File: src/shared/key_input_interrupt_map.svh
`ifndef KEY_INPUT_INTERRUPT_MAP_SVH
`define KEY_INPUT_INTERRUPT_MAP_SVH

// ----------------------------------------------------------------------------
// Geometry
// ----------------------------------------------------------------------------
`define KEY_WIDTH             8
`define KEY_DECODE_MSB        7

// ----------------------------------------------------------------------------
// Register byte offsets
// ----------------------------------------------------------------------------
`define KEY_STATUS_CONTROL_OFS 8'h00
`define KEY_PIN_ENABLE_OFS     8'h04
`define KEY_POLARITY_OFS       8'h08

// ----------------------------------------------------------------------------
// Status and control field positions
// ----------------------------------------------------------------------------
`define KEY_MODE_BIT          0
`define KEY_IRQ_EN_BIT        1
`define KEY_ACK_BIT           2
`define KEY_FLAG_BIT          3

// ----------------------------------------------------------------------------
// Reset values
// ----------------------------------------------------------------------------
`define KEY_CTRL_RESET        1'b0
`define KEY_FLAG_RESET        1'b0
`define KEY_VEC_RESET         8'h00
`define KEY_RDATA_RESET       32'h0000_0000

// ----------------------------------------------------------------------------
// AHB encodings
// ----------------------------------------------------------------------------
`define AHB_SIZE_BYTE         3'h0
`define AHB_SIZE_HALF         3'h1
`define AHB_RESP_OKAY         1'b0

`endif

File: src/shared/key_input_interrupt_pkg.sv
package key_input_interrupt_pkg;

  typedef logic [7:0] key_vec_t;

  // One-hot register select captured in the address phase
  typedef enum logic [3:0] {
    SEL_NONE = 4'b0001,
    SEL_SC   = 4'b0010,
    SEL_PE   = 4'b0100,
    SEL_ES   = 4'b1000
  } reg_sel_t;

endpackage

File: src/logic/key_detect.sv
`timescale 1ns/1ps
`include "key_input_interrupt_map.svh"

module key_detect
  import key_input_interrupt_pkg::*;
(
  input  wire logic     hclk,
  input  wire logic     hresetn,
  input  wire logic     clear,
  input  wire key_vec_t sample,
  input  wire key_vec_t enable,
  input  wire key_vec_t polarity,
  output key_vec_t      edge_hit,
  output key_vec_t      level_hit
);

  key_vec_t prev;

  // ----------------------------------------------------------------------------
  // Per-input edge and level test on two consecutive bus-cycle samples
  // ----------------------------------------------------------------------------
  for (genvar i = 0; i < `KEY_WIDTH; i++) begin : g_bit
    // Previous sample tracks even disabled pins, so enabling never fakes an edge
    always_ff @(posedge hclk or negedge hresetn) begin
      if (!hresetn) begin
        prev[i] <= 1'b0;
      end else if (clear) begin
        prev[i] <= 1'b0;
      end else begin
        prev[i] <= sample[i];
      end
    end

    // Prior sample must be deasserted, so a held level gives no edge
    assign edge_hit[i]  = enable[i] & (polarity[i] ? (~prev[i] & sample[i])
                                                   : (prev[i] & ~sample[i]));
    assign level_hit[i] = enable[i] & (sample[i] == polarity[i]);
  end

endmodule // key_detect

File: src/logic/key_input_interrupt.sv
// Implementation choices: the AHB-Lite interface to the registers and the register offsets.
`timescale 1ns/1ps
`include "key_input_interrupt_map.svh"

// Function
// - Keep working normally during background debug halt
// - Status register bits 7:4 read zero
// - Bit 3 shows event flag, writes ignored
// - Bit 2 write-one acknowledge, reads zero
// - Bit 1 gates the interrupt request
// - Bit 0 selects edge or edge-and-level
// - Pin enable bit makes input a source
// - Polarity bit picks falling/low or rising/high
// - Falling edge: high then low sample
// - Rising edge: low then high sample
// - Edge mode: valid edge sets flag
// - Request while flag set and enabled
// - Edge mode: acknowledge clears flag
// - Level mode: edge or level sets flag
// - Level mode: acknowledge needs all inputs deasserted
// - Polarity picks pull-up or pull-down resistor
// - Enabling an input may raise flag
// - Light stop: asynchronous detection wakes device
// - Deep stop disables, returns in reset

module key_input_interrupt
  import key_input_interrupt_pkg::*;
(
  input  wire logic        hclk,
  input  wire logic        hresetn,
  input  wire logic        hsel,
  input  wire logic [31:0] haddr,
  input  wire logic [1:0]  htrans,
  input  wire logic        hwrite,
  input  wire logic [2:0]  hsize,
  input  wire logic [31:0] hwdata,
  input  wire logic        hready,
  output logic [31:0]      hrdata,
  output logic             hreadyout,
  output logic             hresp,
  input  wire key_vec_t    key_input_pin,
  input  wire logic        light_stop,
  input  wire logic        deep_stop,
  output logic             key_irq,
  output logic             key_wake,
  output key_vec_t         pull_down_select
);

  // ----------------------------------------------------------------------------
  // Declarations
  // ----------------------------------------------------------------------------
  reg_sel_t  addr_sel;
  reg_sel_t  next_sel;
  logic      wr_pending;
  logic      wr_lane0;
  logic      next_lane0;
  logic      accept;
  logic      wr_sc;
  logic      wr_pe;
  logic      wr_es;
  logic      wr_commit;
  logic      rd_accept;
  logic      hit_sc;
  logic      hit_pe;
  logic      hit_es;
  logic [7:0] wdata;

  logic      detect_mode_select;
  logic      key_irq_enable;
  logic      key_event_flag;
  key_vec_t  key_pin_enable;
  key_vec_t  key_polarity_select;

  key_vec_t  pin_sampled;
  key_vec_t  edge_hit;
  key_vec_t  level_hit;
  logic      any_edge;
  logic      any_level;
  logic      flag_set;
  logic      flag_clear;
  logic      key_event_acknowledge;
  logic      ack_blocked;
  logic      next_flag;

  key_vec_t  async_asserted;
  logic [7:0] status_read;
  logic [31:0] next_rdata;
  logic [31:0] sc_word;
  logic [31:0] pe_word;
  logic [31:0] es_word;
  logic      wake_source;
  logic      wake_allowed;

  // ----------------------------------------------------------------------------
  // AHB-Lite address phase
  // ----------------------------------------------------------------------------
  // Zero wait state slave; every answer is OKAY
  assign hreadyout = 1'b1;
  assign hresp     = `AHB_RESP_OKAY;

  assign accept    = hsel & hready & htrans[1];
  assign rd_accept = accept & ~hwrite;

  // ----------------------------------------------------------------------------
  // Register hit decode
  // ----------------------------------------------------------------------------
  // Only the low byte is compared; hsel already picks the block
  assign hit_sc = (haddr[`KEY_DECODE_MSB:0] == `KEY_STATUS_CONTROL_OFS);
  assign hit_pe = (haddr[`KEY_DECODE_MSB:0] == `KEY_PIN_ENABLE_OFS);
  assign hit_es = (haddr[`KEY_DECODE_MSB:0] == `KEY_POLARITY_OFS);

  // Unmapped offsets select nothing, so they read zero and ignore writes
  always_comb begin
    next_sel = SEL_NONE;
    if (hit_sc) begin
      next_sel = SEL_SC;
    end else if (hit_pe) begin
      next_sel = SEL_PE;
    end else if (hit_es) begin
      next_sel = SEL_ES;
    end else begin
      next_sel = SEL_NONE;
    end
  end

  // Registers live in byte lane 0; narrower writes elsewhere are dropped
  always_comb begin
    next_lane0 = 1'b1;
    if (hsize == `AHB_SIZE_BYTE) begin
      next_lane0 = (haddr[1:0] == 2'b00);
    end else if (hsize == `AHB_SIZE_HALF) begin
      next_lane0 = ~haddr[1];
    end else begin
      next_lane0 = 1'b1;
    end
  end

  // Register select is captured only on an accepted transfer
  always_ff @(posedge hclk or negedge hresetn) begin
    if (!hresetn) begin
      addr_sel <= SEL_NONE;
    end else if (hready) begin
      addr_sel <= accept ? next_sel : SEL_NONE;
    end
  end

  always_ff @(posedge hclk or negedge hresetn) begin
    if (!hresetn) begin
      wr_pending <= 1'b0;
    end else if (hready) begin
      wr_pending <= accept & hwrite;
    end
  end

  always_ff @(posedge hclk or negedge hresetn) begin
    if (!hresetn) begin
      wr_lane0 <= 1'b0;
    end else if (hready) begin
      wr_lane0 <= next_lane0;
    end
  end

  // ----------------------------------------------------------------------------
  // Write strobes in the data phase
  // ----------------------------------------------------------------------------
  // A write lands only when its transfer covered byte lane 0
  assign wr_commit = wr_pending & wr_lane0;
  assign wdata     = hwdata[7:0];
  assign wr_sc     = wr_commit & (addr_sel == SEL_SC);
  assign wr_pe     = wr_commit & (addr_sel == SEL_PE);
  assign wr_es     = wr_commit & (addr_sel == SEL_ES);

  // Acknowledge is a pulse only; it is never stored
  assign key_event_acknowledge = wr_sc & wdata[`KEY_ACK_BIT];

  // ----------------------------------------------------------------------------
  // Control bits
  // ----------------------------------------------------------------------------
  // Deep stop holds everything at reset so the block wakes up cleared
  always_ff @(posedge hclk or negedge hresetn) begin
    if (!hresetn) begin
      detect_mode_select <= `KEY_CTRL_RESET;
    end else if (deep_stop) begin
      detect_mode_select <= `KEY_CTRL_RESET;
    end else if (wr_sc) begin
      detect_mode_select <= wdata[`KEY_MODE_BIT];
    end
  end

  always_ff @(posedge hclk or negedge hresetn) begin
    if (!hresetn) begin
      key_irq_enable <= `KEY_CTRL_RESET;
    end else if (deep_stop) begin
      key_irq_enable <= `KEY_CTRL_RESET;
    end else if (wr_sc) begin
      key_irq_enable <= wdata[`KEY_IRQ_EN_BIT];
    end
  end

  // ----------------------------------------------------------------------------
  // Pin enable and polarity
  // ----------------------------------------------------------------------------
  always_ff @(posedge hclk or negedge hresetn) begin
    if (!hresetn) begin
      key_pin_enable <= `KEY_VEC_RESET;
    end else if (deep_stop) begin
      key_pin_enable <= `KEY_VEC_RESET;
    end else if (wr_pe) begin
      key_pin_enable <= wdata;
    end
  end

  always_ff @(posedge hclk or negedge hresetn) begin
    if (!hresetn) begin
      key_polarity_select <= `KEY_VEC_RESET;
    end else if (deep_stop) begin
      key_polarity_select <= `KEY_VEC_RESET;
    end else if (wr_es) begin
      key_polarity_select <= wdata;
    end
  end

  // Port resistor direction follows polarity: 0 pull-up, 1 pull-down
  assign pull_down_select = key_polarity_select;

  // ----------------------------------------------------------------------------
  // Input sampling and detection
  // ----------------------------------------------------------------------------
  key_sync u_sync (
    .hclk      (hclk),
    .hresetn   (hresetn),
    .pin_async (key_input_pin),
    .pin_sync  (pin_sampled)
  );

  // There is no debug-halt input at all, so detection cannot be frozen
  key_detect u_detect (
    .hclk      (hclk),
    .hresetn   (hresetn),
    .clear     (deep_stop),
    .sample    (pin_sampled),
    .enable    (key_pin_enable),
    .polarity  (key_polarity_select),
    .edge_hit  (edge_hit),
    .level_hit (level_hit)
  );

  assign any_edge  = |edge_hit;
  // In level mode an input enabled while already asserted sets the flag at once
  assign any_level = |level_hit;

  // ----------------------------------------------------------------------------
  // Event flag
  // ----------------------------------------------------------------------------
  // In level mode an enabled input still asserted holds the flag through an ack
  assign ack_blocked = any_level;

  always_comb begin
    flag_set   = 1'b0;
    flag_clear = 1'b0;
    if (detect_mode_select) begin
      flag_set   = any_edge | any_level;
      flag_clear = key_event_acknowledge & ~ack_blocked;
    end else begin
      flag_set   = any_edge;
      flag_clear = key_event_acknowledge;
    end
  end

  // A detection in the acknowledge cycle wins over the clear
  assign next_flag = flag_set | (key_event_flag & ~flag_clear);

  // Bus writes reach the flag only through the acknowledge path
  always_ff @(posedge hclk or negedge hresetn) begin
    if (!hresetn) begin
      key_event_flag <= `KEY_FLAG_RESET;
    end else if (deep_stop) begin
      key_event_flag <= `KEY_FLAG_RESET;
    end else begin
      key_event_flag <= next_flag;
    end
  end

  // ----------------------------------------------------------------------------
  // Interrupt request and wake
  // ----------------------------------------------------------------------------
  assign key_irq = key_event_flag & key_irq_enable;

  // ----------------------------------------------------------------------------
  // Light stop wake
  // ----------------------------------------------------------------------------
  // Unclocked path so an asserted pin wakes the part with the clock stopped.
  // A short pulse may wake but leave no flag if it ends before sampling resumes.
  always_comb begin
    for (int i = 0; i < `KEY_WIDTH; i++) begin
      async_asserted[i] = key_pin_enable[i] & (key_input_pin[i] == key_polarity_select[i]);
    end
  end

  assign wake_source  = (|async_asserted) | key_event_flag;
  // Deep stop wins even if light stop is still flagged
  assign wake_allowed = light_stop & ~deep_stop & key_irq_enable;
  assign key_wake     = wake_allowed & wake_source;

  // ----------------------------------------------------------------------------
  // Read data
  // ----------------------------------------------------------------------------
  always_comb begin
    status_read                     = 8'h00;
    status_read[`KEY_FLAG_BIT]      = key_event_flag;
    status_read[`KEY_ACK_BIT]       = 1'b0;
    status_read[`KEY_IRQ_EN_BIT]    = key_irq_enable;
    status_read[`KEY_MODE_BIT]      = detect_mode_select;
  end

  // Eight bits in lane 0 of each word; the upper bits read zero
  assign sc_word = {24'h00_0000, status_read};
  assign pe_word = {24'h00_0000, key_pin_enable};
  assign es_word = {24'h00_0000, key_polarity_select};

  always_comb begin
    next_rdata = `KEY_RDATA_RESET;
    if (next_sel == SEL_SC) begin
      next_rdata = sc_word;
    end else if (next_sel == SEL_PE) begin
      next_rdata = pe_word;
    end else if (next_sel == SEL_ES) begin
      next_rdata = es_word;
    end else begin
      next_rdata = `KEY_RDATA_RESET;
    end
  end

  // Captured at the address phase, so it shows the state of that edge
  always_ff @(posedge hclk or negedge hresetn) begin
    if (!hresetn) begin
      hrdata <= `KEY_RDATA_RESET;
    end else if (rd_accept) begin
      hrdata <= next_rdata;
    end
  end

endmodule // key_input_interrupt

File: src/logic/key_sync.sv
`timescale 1ns/1ps
`include "key_input_interrupt_map.svh"

module key_sync
  import key_input_interrupt_pkg::*;
(
  input  wire logic     hclk,
  input  wire logic     hresetn,
  input  wire key_vec_t pin_async,
  output key_vec_t      pin_sync
);

  key_vec_t stage1;

  // ----------------------------------------------------------------------------
  // Two flops per pin; stage1 feeds stage two only
  // ----------------------------------------------------------------------------
  for (genvar i = 0; i < `KEY_WIDTH; i++) begin : g_bit
    always_ff @(posedge hclk or negedge hresetn) begin
      if (!hresetn) begin
        stage1[i]   <= 1'b0;
        pin_sync[i] <= 1'b0;
      end else begin
        stage1[i]   <= pin_async[i];
        pin_sync[i] <= stage1[i];
      end
    end
  end

endmodule // key_sync

File: config.mk
export PLATFORM = sky130hd
export DESIGN_NAME = key_input_interrupt
export DESIGN_NICKNAME = d
export VERILOG_FILES = /design/src/shared/key_input_interrupt_pkg.sv /design/src/logic/key_detect.sv /design/src/logic/key_input_interrupt.sv /design/src/logic/key_sync.sv
export VERILOG_INCLUDE_DIRS = /design/src /design/src/shared
export SDC_FILE = /design/constraint.sdc
export NUM_CORES = 1
export LEC_CHECK = 0
export ABC_CLOCK_PERIOD_IN_PS = 1700
export BUFFER_PORTS_ARGS = -buffer_cell sky130_fd_sc_hd__buf_4
export CAP_MARGIN = 10
export CORE_MARGIN = 10
export CORE_UTILIZATION = 28
export CTS_BUF_LIST = sky130_fd_sc_hd__clkbuf_8 sky130_fd_sc_hd__clkbuf_16
export DETAILED_ROUTE_END_ITERATION = 8
export SYNTH_ARGS = -nofsm -noshare
export SYNTH_HDL_FRONTEND = slang
export SYNTH_SLANG_ARGS = --single-unit
File: constraint.sdc
create_clock -name hclk -period 1.7 [get_ports hclk]
set_clock_uncertainty 0.2 [all_clocks]
set_input_delay 0.17 -clock hclk [delete_from_list [all_inputs] [get_ports hclk]]
set_output_delay 0.17 -clock hclk [all_outputs]
set_load 0.03 [all_outputs]
==> reports/metrics.cfg <==
[setup_path]
worst_setup_path_end_kind=output pin
setup.worst_path.class=reg2out
worstPathMaxFanout=2
required_ps=1330
start_kind=flip-flop
cp.arrival_ps=1610

[timing]
hold_ws_ps=11.60
period_needed_ps=1983
worst_slack_ps=-282.8
finalSetupViolations=17
final_hold_viol_count=0
finalSetupTns_ps=-645.2
finalCritPeriodShare_pct=116.6
finalMaxSlewViolations=0
max_freq_mhz=504.3
rsz0062_at_grt=yes

[grt]
overflow=0
antenna_found_initial=0
grt_usage_pct=10.80
grt_pass1_vias=2316
grt_pass1_wl_um=12430
grt_max_degree=29

[synth]
yosys.area.top_type=dfrtp_1
yosysUniqueCellTypes=44
synth_seq_area_share_pct=51.12
postSynthAreaPerCell_um2=10.78
synthesis.area_um2=2793
synth-edff-count=0
synthCells=259
netlist_top_cells_count=dfrtp_1, nor2_1, buf_4, mux2i_1, xnor2_1
synthTopCellsByArea=dfrtp_1, mux2i_1, buf_4
synth_top_area_share_pct=50.18
synth.most_common_cell=dfrtp_1
synth_flop_cell=dfrtp_1
async_reset_ff_share_pct=100.0
synth_warnings=0
ys_ff_latch=57

[min_path]
min_path_type=in2reg

[route]
vias=2187
drc=0
wire_per_inst_um=15.18
totalWireLength_um=7618
first_pass_iters=4
drt_iter0_drc=82
ant_nets=0
vias_per_cell=4.357

[placed_design]
place.gp.congestion=0.8198
hpwl_um=5579
io_buffers=52

[clocking]
clockBufferDepth=2
clk_latency_ps=340
htree_levels=3
cts_tree=done
cts_buffers=9
clock_sinks=57
clk_pin_slew_ps=70
root_buffer=clkbuf_8

[floorplan]
io_pins=128
die_y_um=119.9
start_util_pct=28.70
rows=36
die-width_um=119.9
core_area_um2=9729
dieArea_um2=14370

[pwr]
leakage_nw=1.886
p_per_area_nw_per_um2=713.3
ir_worst_vdd_v=0.0004604

[run_status]
outcome=finished with violations
violations=negative setup slack

[layout]
antenna_cells=0
syn_to_final_growth_pct=42.16
final_util_pct=40.81
fillCellCount=986
nets=448
drive_above_1_share_pct=31.44

[run]
drv_cap=0

## repair_timing
item / in CTS / in global routing
pin swaps: 12 / 6
endpoints found under the hold margin: 89 / 0
setup buffers: 4 / 0
gates resized for setup: 13 / 3
hold buffers: 29 / 0
endpoints found under the setup margin: 18 / 20
## metal layers
metal / GRT usage, % / vias up / share of wire (%)
met5: 0 / - / 0
li1: - / 1061 / -
met2: 16.51 / 75 / 45
met3: 4.970 / 7 / 6.8
met4: 2.790 / 0 / 0.67
met1: 13.51 / 1044 / 48
## kinds of logic (layout without fill, tap and decap cells)
| kind of cell | Yosys count | count (layout) | synth area share, % |
|---|---|---|---|
| multiplexers | 21 | 21 | 7.527 |
| AO/OA/AOI/OAI | 42 | 42 | 10.26 |
| other | 2 | 26 | 0.2689 |
| XOR/XNOR | 16 | 16 | 5.018 |
| buffers and inverters | 41 | 127 | 9.498 |
| flip-flops | 57 | 57 | 51.12 |
| AND/OR/NAND/NOR | 80 | 80 | 16.31 |
## state kept, by name, summed over array words and instances (netlist names), 4 cells and up
signal	cells
u_sync.stage1	8
hrdata	8
addr_sel	4
u_sync.pin_sync	8
u_detect.prev	8
pull_down_select	8
key_pin_enable	8
## worst max-delay path: stages (launching register included)
cell and delay (ps):
dfrtp_2 420, xnor2_2 180, a22oi_2 110, and3_4 200, a211oi_4 200, buf_6 160
## stage by stage
step           instances  worst slack [ps]  area, um^2  power [mW]
6_report             502            -282.8        3970       2.832
5_1_grt              502            -393.1        3970       2.972
2_1_floorplan        283            -88.78        2929       1.612
4_1_cts              502            -294.6        3956       2.864
3_5_place_dp         453            -56.87        3391       1.698
3_3_place_gp         453            -51.35        3391       1.694
## final timing paths
check	cells after the start	slack, ps	start	to
max	5	-280	pull_down_select[5]	key_wake
min	2	10	deep_stop	key_pin_enable[3]
max reg2reg	5	-50	pull_down_select[3]	key_event_flag
min reg2reg	0	140	u_sync.stage1[5]	u_sync.pin_sync[5]
max in group asynchronous	3	700	hresetn	addr_sel[0]
min in group asynchronous	2	90	hresetn	u_detect.prev[0]
## area by class of cell
class                      instances  area [um^2]  area share, %
clock buffer                       9        123.9          3.120
tap                              133        166.4          4.192
timing repair buffer             106        895.9          22.57
multi-input combinational        185         1282          32.30
clock inverter                     7        47.55          1.198
sequential                        57         1435          36.15
inverter                           5        18.77         0.4727
## where the power goes
part	internal (mW)	total [mW]	leakage [nW]	switching, mW
clock network	0.520	1.10	0.0733	0.578
registers	1.39	1.41	0.733	0.0218
logic	0.141	0.323	1.08	0.183
## layout by cell type, fill, tap and decap left out, drive strengths merged, types with 2 or more instances in the layout
| cell type | count |
|---|---|
| nor3b | 3 |
| buf | 77 |
| nand2 | 12 |
| xnor2 | 16 |
| o21ai | 12 |
| or4b | 2 |
| clkbuf | 9 |
| nand4 | 2 |
| nand2b | 4 |
| conb | 26 |
| or4 | 2 |
| a22oi | 9 |
| nand3b | 2 |
| clkinv | 2 |
| nor2b | 10 |
| clkinvlp | 5 |
| nor2 | 28 |
| a21oi | 7 |
| dlygate4sd3 | 29 |
| and4b | 2 |
| mux2i | 21 |
| nor4bb | 2 |
| dfrtp | 56 |
| and3 | 2 |
| a22o | 5 |
| o22ai | 2 |
| and3b | 3 |
| inv | 5 |
(Power assumes the default switching activity.)
